===== config.mk =====
export PLATFORM = sky130hd
export DESIGN_NAME = camera_video_link_receiver
export DESIGN_NICKNAME = d
export VERILOG_FILES = /design/src/inc/cam_link_rx_pkg.sv /design/src/rtl/pixel_fifo.sv /design/src/rtl/camera_video_link_receiver.sv
export VERILOG_INCLUDE_DIRS = /design/src /design/src/inc
export SDC_FILE = /design/constraint.sdc
export NUM_CORES = 1
export LEC_CHECK = 0
export BUFFER_PORTS_ARGS = -buffer_cell sky130_fd_sc_hd__buf_2
export CELL_PAD_IN_SITES_DETAIL_PLACEMENT = 1
export CELL_PAD_IN_SITES_GLOBAL_PLACEMENT = 1
export CORE_MARGIN = 3
export CORE_UTILIZATION = 56
export DETAILED_ROUTE_END_ITERATION = 8
export HOLD_SLACK_MARGIN = 0.03
export PLACE_DENSITY_LB_ADDON = 0.1
export RECOVER_POWER = 25
export SYNTH_ARGS = -nofsm -noshare
export SYNTH_HDL_FRONTEND = slang
export SYNTH_HIERARCHICAL = 1
export SYNTH_SLANG_ARGS = --single-unit

===== constraint.sdc =====
create_clock -name clk -period 3.82 [get_ports clk]
set_clock_uncertainty 0.2 [all_clocks]
set_input_delay 0.764 -clock clk [delete_from_list [all_inputs] [get_ports clk]]
set_output_delay 0.764 -clock clk [all_outputs]
set_load 0.01 [all_outputs]

===== src/inc/cam_link_rx_defines.svh =====
// Constants for the camera video link receiver: widths, bit positions, serial timing
`ifndef CAM_LINK_RX_DEFINES_SVH
`define CAM_LINK_RX_DEFINES_SVH
`define LINK_BITS 28
`define PORT_BITS 8
`define PORT_COUNT 8
`define LINK_COUNT 3
`define LINK_DATA_BITS 24
`define EN_FRAME 24
`define EN_LINE 25
`define EN_DATA 26
`define EN_SPARE 27
`define CLK_HZ 20000000
`define BAUD_RATE 9600
`define BAUD_CYCLES ((`CLK_HZ) / (`BAUD_RATE))
`define HALF_BAUD_CYCLES ((`BAUD_CYCLES) / 2)
`define SER_DATA_BITS 8
`define FIFO_DEPTH 8
`endif


===== src/inc/cam_link_rx_pkg.sv =====
// Types shared by the camera video link receiver
package cam_link_rx_pkg;
  typedef enum logic [1:0] {
    CfgBase = 2'h0,
    CfgMedium = 2'h1,
    CfgFull = 2'h2
  } link_cfg_t;
  typedef enum logic [1:0] {
    SerIdle = 2'h0,
    SerStart = 2'h1,
    SerData = 2'h3,
    SerStop = 2'h2
  } ser_state_t;
endpackage


===== src/rtl/pixel_fifo.sv =====
// Flip-flop FIFO with valid/ready on both sides
`timescale 1ns/1ps
`default_nettype none
module pixel_fifo #(
  parameter int Width = 64,
  parameter int Depth = 8
) (
  // Clock and reset
  input wire logic clk,
  input wire logic nrst,
  // Fill side
  input wire logic inValid,
  output logic inReady,
  input wire logic [Width-1:0] inData,
  // Drain side
  output logic outValid,
  input wire logic outReady,
  output logic [Width-1:0] outData
);
  localparam int AW = (Depth > 1) ? $clog2(Depth) : 1;

  // Elaboration check: the wrap-bit full test only works for power-of-two depths
  if (Depth < 2 || (1 << AW) != Depth) begin : g_depth_check
    $error("pixel_fifo depth must be a power of two, at least 2");
  end

  logic [Width-1:0] mem_q [Depth];
  logic [Width-1:0] mem_d [Depth];
  logic [AW:0] wr_q, wr_d, rd_q, rd_d;
  logic push, pop;

  // Full when pointers differ only in the wrap bit
  assign inReady = !((wr_q[AW] != rd_q[AW]) && (wr_q[AW-1:0] == rd_q[AW-1:0]));
  assign outValid = (wr_q != rd_q);
  assign push = inValid && inReady;
  assign pop = outValid && outReady;
  assign outData = mem_q[rd_q[AW-1:0]];

  // Next pointers and storage
  always_comb begin
    mem_d = mem_q;
    wr_d = wr_q;
    rd_d = rd_q;
    if (push) begin
      mem_d[wr_q[AW-1:0]] = inData;
      wr_d = wr_q + 1'b1;
    end
    if (pop) begin
      rd_d = rd_q + 1'b1;
    end
  end

  always_ff @(posedge clk or negedge nrst) begin
    if (!nrst) begin
      wr_q <= '0;
      rd_q <= '0;
      for (int i = 0; i < Depth; i++) mem_q[i] <= '0;
    end else begin
      wr_q <= wr_d;
      rd_q <= rd_d;
      mem_q <= mem_d;
    end
  end
endmodule
`default_nettype wire


===== src/rtl/camera_video_link_receiver.sv =====
// Frame-grabber end of a camera video link: pixel capture, camera controls, serial port
`timescale 1ns/1ps
`default_nettype none
`include "cam_link_rx_defines.svh"

// What this block does
// - Each link carries at most 28 bits per transfer; wider cameras use more links.
// - Base uses one link, medium two and full three, chosen by the configuration input.
// - Every video port is handled as an 8-bit byte.
// - In full configuration eight byte ports A to H are captured.
// - The fourth enable bit is spare and is ignored by the receiver.
// - The grabber drives four camera control lines as outputs.
// - One serial line runs camera to grabber and one grabber to camera.
// - The serial port runs at 9600 baud.
// - Serial characters have one start bit, one stop bit, no parity and no flow control.
module camera_video_link_receiver
  import cam_link_rx_pkg::*;
#(
  parameter int BaudCycles = `BAUD_CYCLES
) (
  // Clock and reset
  input wire logic clk,
  input wire logic nrst,
  // Link side, already deserialized, timed by the link clock
  input wire logic linkClk,
  input wire logic [`LINK_BITS-1:0] linkX,
  input wire logic [`LINK_BITS-1:0] linkY,
  input wire logic [`LINK_BITS-1:0] linkZ,
  // Configuration
  input wire link_cfg_t linkCfg,
  // Pixel output stream
  output logic pixValid,
  input wire logic pixReady,
  output logic [`PORT_COUNT*`PORT_BITS-1:0] pixData,
  output logic [3:0] pixPortMask,
  output logic frameActive,
  output logic pixOverflow,
  // Camera control lines
  input wire logic [3:0] camCtrlIn,
  output logic cam_ctrl_1,
  output logic cam_ctrl_2,
  output logic cam_ctrl_3,
  output logic cam_ctrl_4,
  // Serial transmit request
  input wire logic txValid,
  output logic txReady,
  input wire logic [`SER_DATA_BITS-1:0] txByte,
  // Serial receive result
  output logic rxValid,
  output logic [`SER_DATA_BITS-1:0] rxByte,
  output logic rxFrameErr,
  // Serial pins
  input wire logic serial_to_grabber,
  output logic serial_to_camera
);
  localparam int FW = `PORT_COUNT * `PORT_BITS;
  localparam int CW = $clog2(BaudCycles + 1);
  localparam logic [CW-1:0] BaudMax = CW'(BaudCycles - 1);
  localparam logic [CW-1:0] HalfMax = CW'(BaudCycles / 2 - 1);

  // Elaboration check: the half-bit counter needs a few cycles per bit
  if (BaudCycles < 4) begin : g_baud_check
    $error("BaudCycles too small");
  end

  // Two-flop synchronisers for everything from the link and the serial pin
  logic [3*`LINK_BITS:0] syn1_q, syn2_q, syn1_d;
  logic linkClkPrev_q, linkClkPrev_d;
  logic rxS1_q, rxS2_q;
  assign syn1_d = {linkClk, linkZ, linkY, linkX};

  always_ff @(posedge clk or negedge nrst) begin
    if (!nrst) begin
      syn1_q <= '0;
      syn2_q <= '0;
      rxS1_q <= 1'b1;
      rxS2_q <= 1'b1;
      linkClkPrev_q <= 1'b0;
    end else begin
      syn1_q <= syn1_d;
      syn2_q <= syn1_q;
      rxS1_q <= serial_to_grabber;
      rxS2_q <= rxS1_q;
      linkClkPrev_q <= linkClkPrev_d;
    end
  end

  // Word decode on each rising edge of the sampled link clock
  logic [`LINK_BITS-1:0] wX, wY, wZ;
  logic linkRise, capture;
  logic [FW-1:0] word;
  logic [3:0] mask;
  logic fifoReady;
  assign wX = syn2_q[`LINK_BITS-1:0];
  assign wY = syn2_q[2*`LINK_BITS-1:`LINK_BITS];
  assign wZ = syn2_q[3*`LINK_BITS-1:2*`LINK_BITS];
  assign linkClkPrev_d = syn2_q[3*`LINK_BITS];
  assign linkRise = syn2_q[3*`LINK_BITS] && !linkClkPrev_q;
  // Enables come from link X; spare bit 27 is never read
  assign capture = linkRise && wX[`EN_FRAME] && wX[`EN_LINE] && wX[`EN_DATA];
  assign frameActive = wX[`EN_FRAME];

  // Pack bytes A..H; unused links contribute zero whatever the camera sends
  always_comb begin
    word = '0;
    mask = 4'h0;
    word[`LINK_DATA_BITS-1:0] = wX[`LINK_DATA_BITS-1:0];
    mask = 4'h1;
    unique case (linkCfg)
      CfgMedium: begin
        word[2*`LINK_DATA_BITS-1:`LINK_DATA_BITS] = wY[`LINK_DATA_BITS-1:0];
        mask = 4'h3;
      end
      CfgFull: begin
        word[2*`LINK_DATA_BITS-1:`LINK_DATA_BITS] = wY[`LINK_DATA_BITS-1:0];
        word[FW-1:2*`LINK_DATA_BITS] = wZ[FW-2*`LINK_DATA_BITS-1:0];
        mask = 4'h7;
      end
      default: begin
        mask = 4'h1;
      end
    endcase
  end

  // Overflow is sticky until the next frame starts; the link cannot be stalled
  logic ovf_q, ovf_d, frPrev_q, frPrev_d;
  assign frPrev_d = wX[`EN_FRAME];
  always_comb begin
    ovf_d = ovf_q;
    if (wX[`EN_FRAME] && !frPrev_q) ovf_d = 1'b0;
    if (capture && !fifoReady) ovf_d = 1'b1;
  end
  always_ff @(posedge clk or negedge nrst) begin
    if (!nrst) begin
      ovf_q <= 1'b0;
      frPrev_q <= 1'b0;
    end else begin
      ovf_q <= ovf_d;
      frPrev_q <= frPrev_d;
    end
  end
  assign pixOverflow = ovf_q;

  logic [FW+3:0] fifoOut;
  pixel_fifo #(
    .Width(FW + 4),
    .Depth(`FIFO_DEPTH)
  ) u_fifo (
    .clk(clk),
    .nrst(nrst),
    .inValid(capture),
    .inReady(fifoReady),
    .inData({mask, word}),
    .outValid(pixValid),
    .outReady(pixReady),
    .outData(fifoOut)
  );
  assign pixData = fifoOut[FW-1:0];
  assign pixPortMask = fifoOut[FW+3:FW];

  // Camera control lines from registers
  logic [3:0] cc_q, cc_d;
  assign cc_d = camCtrlIn;
  always_ff @(posedge clk or negedge nrst) begin
    if (!nrst) cc_q <= 4'h0;
    else cc_q <= cc_d;
  end
  assign cam_ctrl_1 = cc_q[0];
  assign cam_ctrl_2 = cc_q[1];
  assign cam_ctrl_3 = cc_q[2];
  assign cam_ctrl_4 = cc_q[3];

  // Serial transmitter: start, 8 data LSB first, stop; no parity or flow control
  ser_state_t txSt_q, txSt_d;
  logic [CW-1:0] txCnt_q, txCnt_d;
  logic [2:0] txBit_q, txBit_d;
  logic [7:0] txSh_q, txSh_d;
  logic txLine_q, txLine_d;
  assign txReady = (txSt_q == SerIdle);
  always_comb begin
    txSt_d = txSt_q;
    txCnt_d = txCnt_q;
    txBit_d = txBit_q;
    txSh_d = txSh_q;
    txLine_d = txLine_q;
    unique case (txSt_q)
      SerIdle: begin
        txLine_d = 1'b1;
        if (txValid) begin
          txSh_d = txByte;
          txLine_d = 1'b0;
          txCnt_d = BaudMax;
          txSt_d = SerStart;
        end
      end
      SerStart: begin
        if (txCnt_q == '0) begin
          txLine_d = txSh_q[0];
          txSh_d = {1'b0, txSh_q[7:1]};
          txBit_d = 3'h0;
          txCnt_d = BaudMax;
          txSt_d = SerData;
        end else txCnt_d = txCnt_q - 1'b1;
      end
      SerData: begin
        if (txCnt_q == '0) begin
          txCnt_d = BaudMax;
          if (txBit_q == 3'h7) begin
            txLine_d = 1'b1;
            txSt_d = SerStop;
          end else begin
            txLine_d = txSh_q[0];
            txSh_d = {1'b0, txSh_q[7:1]};
            txBit_d = txBit_q + 3'h1;
          end
        end else txCnt_d = txCnt_q - 1'b1;
      end
      SerStop: begin
        if (txCnt_q == '0) txSt_d = SerIdle;
        else txCnt_d = txCnt_q - 1'b1;
      end
    endcase
  end
  always_ff @(posedge clk or negedge nrst) begin
    if (!nrst) begin
      txSt_q <= SerIdle;
      txCnt_q <= '0;
      txBit_q <= 3'h0;
      txSh_q <= 8'h00;
      txLine_q <= 1'b1;
    end else begin
      txSt_q <= txSt_d;
      txCnt_q <= txCnt_d;
      txBit_q <= txBit_d;
      txSh_q <= txSh_d;
      txLine_q <= txLine_d;
    end
  end
  assign serial_to_camera = txLine_q;

  // Serial receiver: samples mid-bit; a low stop bit flags a framing error
  ser_state_t rxSt_q, rxSt_d;
  logic [CW-1:0] rxCnt_q, rxCnt_d;
  logic [2:0] rxBit_q, rxBit_d;
  logic [7:0] rxSh_q, rxSh_d, rxByte_q, rxByte_d;
  logic rxV_q, rxV_d, rxE_q, rxE_d;
  always_comb begin
    rxSt_d = rxSt_q;
    rxCnt_d = rxCnt_q;
    rxBit_d = rxBit_q;
    rxSh_d = rxSh_q;
    rxByte_d = rxByte_q;
    rxV_d = 1'b0;
    rxE_d = 1'b0;
    unique case (rxSt_q)
      SerIdle: begin
        if (!rxS2_q) begin
          rxCnt_d = HalfMax;
          rxSt_d = SerStart;
        end
      end
      SerStart: begin
        if (rxCnt_q == '0) begin
          // A start bit gone high by mid-bit was a glitch
          rxSt_d = rxS2_q ? SerIdle : SerData;
          rxCnt_d = BaudMax;
          rxBit_d = 3'h0;
        end else rxCnt_d = rxCnt_q - 1'b1;
      end
      SerData: begin
        if (rxCnt_q == '0) begin
          rxSh_d = {rxS2_q, rxSh_q[7:1]};
          rxCnt_d = BaudMax;
          if (rxBit_q == 3'h7) rxSt_d = SerStop;
          else rxBit_d = rxBit_q + 3'h1;
        end else rxCnt_d = rxCnt_q - 1'b1;
      end
      SerStop: begin
        if (rxCnt_q == '0) begin
          rxByte_d = rxSh_q;
          rxV_d = rxS2_q;
          rxE_d = !rxS2_q;
          rxSt_d = SerIdle;
        end else rxCnt_d = rxCnt_q - 1'b1;
      end
    endcase
  end
  always_ff @(posedge clk or negedge nrst) begin
    if (!nrst) begin
      rxSt_q <= SerIdle;
      rxCnt_q <= '0;
      rxBit_q <= 3'h0;
      rxSh_q <= 8'h00;
      rxByte_q <= 8'h00;
      rxV_q <= 1'b0;
      rxE_q <= 1'b0;
    end else begin
      rxSt_q <= rxSt_d;
      rxCnt_q <= rxCnt_d;
      rxBit_q <= rxBit_d;
      rxSh_q <= rxSh_d;
      rxByte_q <= rxByte_d;
      rxV_q <= rxV_d;
      rxE_q <= rxE_d;
    end
  end
  assign rxValid = rxV_q;
  assign rxByte = rxByte_q;
  assign rxFrameErr = rxE_q;
endmodule
`default_nettype wire


==> impl_metrics.toml, run 1 <==
[critical_path]
r2r-start = "linkClkPrev_q"
crit_slowest_cell = "dfrtp_4"
crit_arrival_ns = 2.68
worst_r2r_path_depth = 6
cp_cell_sequence = "buf_12 -> mux4_2 -> mux2_2 -> buf_2"
worstSetupPathType = "flop to primary output"
crit_required_ns = 2.86
crit_path_max_fanout = 36
endpoint_kind = "primary output"
r2r_end = "u_fifo/mem_q[326]"
start_kind = "flop"
rrSetupSlack_ns = 0.62
cpPeakStageDelay_ns = 0.63

[yosys]
synth_cell_types = 62
yosysWarningCount = 6
synth_top_area_share_pct = 59.13
yosys_most_used_dff = "dfrtp_1"
avgSynthCellArea_um2 = 16.41
synth-seq-area-share_pct = 59.38
synth_most_common_cell = "dfrtp_1"
yosysTopAreaCell = "dfrtp_1"
netlist_top_cells_count = "dfrtp_1 (755), mux2_2 (609), mux4_2 (136), buf_2 (58), mux2_4 (40)"
synth-seq-cells = 758
syn-cell-area_mm2 = 0.03195
synth_edf_count = 0
netlist_instances = 1947
async_flop_share_pct = 100.0
synthTopCellsByArea = "dfrtp_1 (59%), mux2_2 (21%), mux4_2 (9.6%), mux2_4 (1.9%), buf_2 (0.91%)"

[global_routing]
gr-usage-all-layers_pct = 25.95
antenna_found_initial = 0
grt-ovfl-total = 0
grt_pass1_vias = 20610
grt_pass1_wl_um = 120400
grt_max_degree = 98

[timing]
min_period_ns = 3.640
fin_ws_ns = 0.1805
post-route-period-util_pct = 95.28
maxSlewViolCount = 76
setup-tns-final_ns = 0
worst_pin_slew_ns = 1.860
hold_viol_final = 0
holdWs_ns = 0.06268
rsz0062_at_grt = "no"
setup_viol = 0
slew_headroom_pct = -23.99
max_freq_mhz = 274.8

[detailed_routing]
ant_nets = 0
drc_errors = 0
vias = 17880
drtPass1Iterations = 4
wirelength_um = 75660
viasPerCell = 5.959
avgRoutedWirePerCell_um = 25.22
drtIter0Drc = 938

[floorplan]
rows = 86
die_x_um = 244.9
io_pins = 191
dieArea_mm2 = 0.05996
core-area_mm2 = 0.05574
die_y_um = 244.9
initial_utilization_pct = 57.32

[place]
dpl.cell_count = 2807
place_ws_ns = 0.6402
gp_congestion = 0.7414
port_buffers = 173
hpwl_um = 41810

[cts]
cts_made_buffers = 78
path_clk_slew_ns = 0.07
cts_sinks = 758
clockRootBuffer = "clkbuf_16"
clock_latency_ns = 0.62
clock_path_buffers = 3
cts_tree = "built"
h-tree-depth = 3
cts_resized = 0

[final_layout]
n_fill_cell = 4919
layout-area-overhead-vs-synth_pct = 15.77
fin_nets = 2307
drive_above_1_share_pct = 50.47
fin_cells = 3000

[power_and_ir_drop]
peakVddDrop_v = 0.0005689
leakagePower_nw = 17.87
p_per_area_mw_per_mm2 = 591.4

[hold_path]
hold_class = "input port to flop"
min_path_cells = 1
min_to = "syn1_q[30]"
worstHoldStart = "linkY[2]"

[run_status]
violations = "max-capacitance violations, max-slew violations"
status = "finished, violations left"

[job]
max-cap-violations = 2
## report_power, final
group / internal [mW] / leakage, nW / switching (mW)
Clock: 4.51 / 1.28 / 3.18
Sequential: 8.97 / 10.0 / 0.652
Combinational: 2.34 / 6.55 / 2.23
Total: 15.8 / 17.9 / 6.06
## layout by cell type, fill, tap and decap left out, types with 5 or more instances in the layout
master and instances:
inv_1 19, mux2_4 40, clkbuf_1 25, clkbuf_16 80, xnor2_1 7, a21oi_1 15, nor2b_1 27, mux4_2 136
buf_4 14, ha_1 12, clkinvlp_4 5, nor2_1 18, buf_12 25, xor2_1 6, or3_1 16, clkinv_2 14
nor4_1 6, dlygate4sd3_1 51, conb_1 16, dfrtp_1 752, o21ai_0 18, buf_2 162, or4_1 7, nand2_1 17
nand3_1 9, and2_1 19, clkbuf_8 20, mux2_2 609, nor3_1 13
## cell families (layout without fill, tap and decap cells)
group	after synthesis	after routing	share of synthesized area (%)
xor+xnor	13	13	0.3564
simple gates	159	159	2.953
fa+ha+maj	12	12	0.4699
other cells	2	17	0.02351
compound gates	73	73	1.535
mux	789	789	33.06
flops	758	758	59.38
buf+inv	141	431	2.228
## final cells by class
type	instances	area (um2)	area share, %
clock buffer	112	2322	6.278
antenna	1	2.502	0.006765
inverter	20	75.07	0.2030
clock inverter	28	279.0	0.7543
timing repair buffer	271	2033	5.497
sequential	758	18980	51.32
tap	748	935.9	2.530
multi-input combinational	1062	12360	33.41
## registers in the layout (all words and copies together), names as in the netlist, 2 cells and up
name          cells
rxCnt_q          12
rxSh_q            8
syn2_q           68
txSt_q            2
u_fifo/rd_q       4
rxSt_q            2
txBit_q           3
cc_q              4
syn1_q           68
rxByte            8
txCnt_q          12
rxBit_q           3
txSh_q            8
u_fifo/mem_q    544
u_fifo/wr_q       4
## worst max-delay path: cells and delay by family, from the launching register on
kind / cells / cell delay (ns)
flip-flops: 1 / 0.63
multiplexers: 2 / 0.90
buffers and inverters: 2 / 0.49
## worst max-delay path by stage
stage                   startpoint           endpoint  slack [ns]  cells past startpoint
global route                  nrst  u_fifo/mem_q[191]        0.07                      3
detailed placement  u_fifo/rd_q[0]        pixData[11]        0.64                      4
global placement    u_fifo/rd_q[0]        pixData[11]        0.66                      4
floorplan           u_fifo/rd_q[0]        pixData[49]        0.94                      5
finish              u_fifo/rd_q[0]        pixData[11]        0.18                      4
CTS                 u_fifo/rd_q[0]        pixData[11]        0.11                      4
## through the flow
| stage | area [um2] | utilization (%) | power [mW] |
|---|---|---|---|
| final | 36990 | 66.36 | 21.87 |
| after global routing | 36990 | 66.36 | 22.87 |
| after CTS | 37070 | 66.51 | 22.12 |
| after detailed placement | 33950 | 60.91 | 14.25 |
| after global placement | 33950 | 60.91 | 14.03 |
| after floorplan | 32000 | - | 12.69 |
## per-layer routing
metal | up-vias | share of wire, % | global-route usage (%) | routed length, um
li1 | 7651 | - | - | -
met1 | 9785 | 42 | 34.16 | 32000
met2 | 303 | 52 | 45.29 | 39450
met3 | 137 | 2.9 | 3.714 | 2182
met4 | 0 | 2.7 | 7.676 | 2024
met5 | - | 0 | 0 | 0
## repair_timing
| action | 4_1_cts | 5_1_grt |
|---|---|---|
| buffers inserted | 1 | 0 |
| hold endpoints to repair | 105 | 0 |
| setup endpoints to repair | 12 | 0 |
| hold buffers | 51 | 0 |
No activity file was read; power rests on OpenSTA's default activity.
==> run 2: changes to the inputs <==
--- a/config.mk
+++ b/config.mk
@@ -6,11 +6,12 @@
 export SDC_FILE = /design/constraint.sdc
 export NUM_CORES = 1
 export LEC_CHECK = 0
+export ABC_AREA = 1
 export BUFFER_PORTS_ARGS = -buffer_cell sky130_fd_sc_hd__buf_2
 export CELL_PAD_IN_SITES_DETAIL_PLACEMENT = 1
 export CELL_PAD_IN_SITES_GLOBAL_PLACEMENT = 1
 export CORE_MARGIN = 3
-export CORE_UTILIZATION = 56
+export CORE_UTILIZATION = 47
 export DETAILED_ROUTE_END_ITERATION = 8
 export HOLD_SLACK_MARGIN = 0.03
 export PLACE_DENSITY_LB_ADDON = 0.1
==> constraint.sdc (replaced) <==
create_clock -name clk -period 3.8 [get_ports clk]
set_clock_uncertainty 0.2 [all_clocks]
set_input_delay 0.76 -clock clk [delete_from_list [all_inputs] [get_ports clk]]
set_output_delay 0.76 -clock clk [all_outputs]
set_load 0.01 [all_outputs]
==> run 2 against run 1 <==
  * The run still ends with max-capacitance violations, max-slew violations left
  * First-iteration DRC count grew to 2.9 times the previous value
  * Global-route usage grew 4.0 points
  * Worst setup slack improved by 0.047 ns
  * Register-to-register slack better by 0.13 ns
  * Sequential share of layout area decreased by 3.4 points
  * Non-clock buffer count rose by 51
  * Sequential power increased by 4%
  * Routed wire length rose by 54%
  * Area after synthesis rose by 9.5%
  * Flip-flop and latch count is the same
  * Largest cell class unchanged
==> impl_metrics.toml, run 2 <==
[cts]
path_clk_slew_ns = 0.06
clock_latency_ns = 0.63
h-tree-depth = 3
cts_tree = "built"
cts_made_buffers = 82
clockRootBuffer = "clkbuf_16"
clock_path_buffers = 3
cts_sinks = 758

[critical_path]
crit_path_max_fanout = 80
endpoint_kind = "primary output"
crit_arrival_ns = 2.61
worstSetupPathType = "flop to primary output"
crit_required_ns = 2.84
start_kind = "flop"

[detailed_routing]
ant_nets = 0
viasPerCell = 5.933
drtPass1Iterations = 7
wirelength_um = 116600
avgRoutedWirePerCell_um = 22.37
drtIter0Drc = 2721
drc_errors = 0
vias = 30930

[timing]
maxSlewViolCount = 49
post-route-period-util_pct = 94.01
setup_viol = 0
worst_pin_slew_ns = 1.851
rsz0062_at_grt = "no"
hold_viol_final = 0
setup-tns-final_ns = 0
slew_headroom_pct = -23.43
min_period_ns = 3.572
max_freq_mhz = 279.9

[global_routing]
grt_pass1_wl_um = 186200
grt_max_degree = 203
grt_pass1_vias = 32610
gr-usage-all-layers_pct = 29.96
antenna_found_initial = 3
grt-ovfl-total = 0

[power_and_ir_drop]
p_seq_share_pct = 37.5
pwr-share-comb_pct = 32.2
p_clk_share_pct = 30.4
power.internal_mw = 16.45
p_per_area_mw_per_mm2 = 673.8
peakVddDrop_v = 0.0005634
p_sw_share_pct = 38.41
switchingPower_mw = 10.26
leakagePower_nw = 18.98

[floorplan]
die_y_um = 278.8
initial_utilization_pct = 47.71
io_pins = 191
die_x_um = 278.8
dieArea_mm2 = 0.07775
core-area_mm2 = 0.07333
rows = 99

[final_layout]
fin_cells = 5213
layout-area-overhead-vs-synth_pct = 13.31
regMostFlops = "u_fifo/mem_q"
layout_commonest_cell = "nand2_1"
n_fill_cell = 8527
multi_input_area_mm2 = 0.01378
final_core_util_pct = 54.06
largest_reg_flops = 544
fin_nets = 4309
drive_above_1_share_pct = 10.30
final_cell_mix = "nand2_1 (1447), dfrtp_1 (752), nand4_1 (555)"
diodes = 0
seq_area_mm2 = 0.01898
reg.largest.list = "u_fifo/mem_q x544, syn1_q x68, syn2_q x68"

[yosys]
synth_cell_types = 38
yosysWarningCount = 6
async_flop_share_pct = 100.0
syn_nets = 4326
netlist_instances = 4210
yosysTopAreaCell = "dfrtp_1"
synth_most_common_cell = "nand2_1"
synth-seq-cells = 758
synth-seq-area-share_pct = 54.22
synthTopCellsByArea = "dfrtp_1 (54%), nand2_1 (16%), nand4_1 (9.9%), o21ai_0 (4.1%), nor2_1 (3.5%)"
netlist_top_cells_count = "nand2_1 (1446), dfrtp_1 (755), nand4_1 (555), nor2_1 (328), o21ai_0 (289)"
synth_top_area_share_pct = 54.00
synth_edf_count = 0
avgSynthCellArea_um2 = 8.311
yosys_most_used_dff = "dfrtp_1"
syn-cell-area_mm2 = 0.03499

[place]
hpwl_um = 60210
port_buffers = 173
gp_congestion = 0.7673
dpl.cell_count = 4997

[hold_path]
hold_class = "input port to flop"

[run_status]
violations = "max-capacitance violations, max-slew violations"
status = "finished, violations left"

[job]
max-cap-violations = 1
run 2: cell types whose count changed in the layout (fill, tap and decap cells not counted), moves of 21 or more:
| cell | previous run | this run |
|---|---|---|
| o21ai_0 | 18 | 289 |
| nand2_1 | 17 | 1447 |
| buf_4 | 14 | 39 |
| o22ai_1 | 4 | 136 |
| nand3_1 | 9 | 38 |
| mux4_2 | 136 | 0 |
| mux2_2 | 609 | 0 |
| nor2_1 | 18 | 328 |
| nor2b_1 | 27 | 0 |
| mux2_4 | 40 | 0 |
| nand4_1 | 4 | 555 |
| o21ai_1 | 0 | 21 |
| inv_1 | 19 | 99 |
run 2: through the flow:
step	hold WS [ns]	power [mW]	worst slack (ns)	cell area [um2]
after global placement	0.1328	18.42	0.7460	36280
after detailed placement	0.1358	18.59	0.6960	36280
after CTS	0.03158	26.85	0.02973	39710
final	0.05959	26.71	0.2276	39650
after floorplan	0.1312	15.12	1.307	34990
after global routing	0.03215	28.19	0.07724	39650
run 2: layer usage:
layer / share of wire [%] / routed length, um / GRT usage (%) / vias up
li1: - / - / - / 14060
met1: 44 / 51750 / 41.61 / 15780
met2: 47 / 55380 / 49.25 / 841
met3: 5.1 / 5967 / 3.963 / 239
met4: 3.0 / 3478 / 9.253 / 6
met5: 0.023 / 27 / 0 / -
run 2: layout make-up:
type                       instances  area share (%)
timing repair buffer             322           6.375
sequential                       758           47.88
inverter                         112           1.130
clock buffer                     127           6.400
multi-input combinational       2917           34.75
clock inverter                    18          0.4355
tap                              959           3.027
run 2: worst paths after layout:
| kind | startpoint | to | slack [ns] | depth (start not counted) |
|---|---|---|---|---|
| worst max-delay path | u_fifo/rd_q[0] | pixPortMask[3] | 0.23 | 7 |
| worst min-delay path | linkY[21] | syn1_q[49] | 0.06 | 1 |
| worst max register to register | u_fifo/rd_q[1] | u_fifo/mem_q[266] | 0.75 | 7 |
| worst min register to register | syn1_q[44] | syn2_q[44] | 0.14 | 0 |
| max in group asynchronous | nrst | syn2_q[48] | 0.47 | 4 |
| min in group asynchronous | nrst | syn1_q[66] | 0.98 | 2 |
run 2: cells by family after synthesis:
family,after synthesis,share of synthesized area [%]
other,2,0.02146
adders and majority gates,12,0.4291
buffers and inverters,535,6.762
DFF,758,54.22
muxes,7,0.2003
and+or+nand+nor,2418,30.74
xor gates and xnor gates,10,0.2718
AOI/OAI and AO/OA,468,7.349
run 2: what timing repair did:
action,in CTS,in global routing
gates resized for setup,0,2
setup buffers,0,0
endpoints found under the hold margin,111,0
endpoints found under the setup margin,0,21
hold buffers,71,0
run 2: power groups by stage:
stage          sequential, mW  clock (mW)  combinational, mW
2_1_floorplan            9.76           0               5.35
3_3_place_gp             10.1           0               8.35
3_5_place_dp             10.1           0               8.47
4_1_cts                  10.0        8.27               8.58
5_1_grt                  10.1        8.61               9.43
6_report                 10.0        8.11               8.59
run 2: critical path, stage by stage (launching register included):
cell,delay [ns]
dfrtp_4,0.57
clkinv_8,0.34
buf_4,0.36
o21ai_0,0.12
o22ai_1,0.13
nand2_1,0.07
nand2_1,0.17
buf_2,0.17
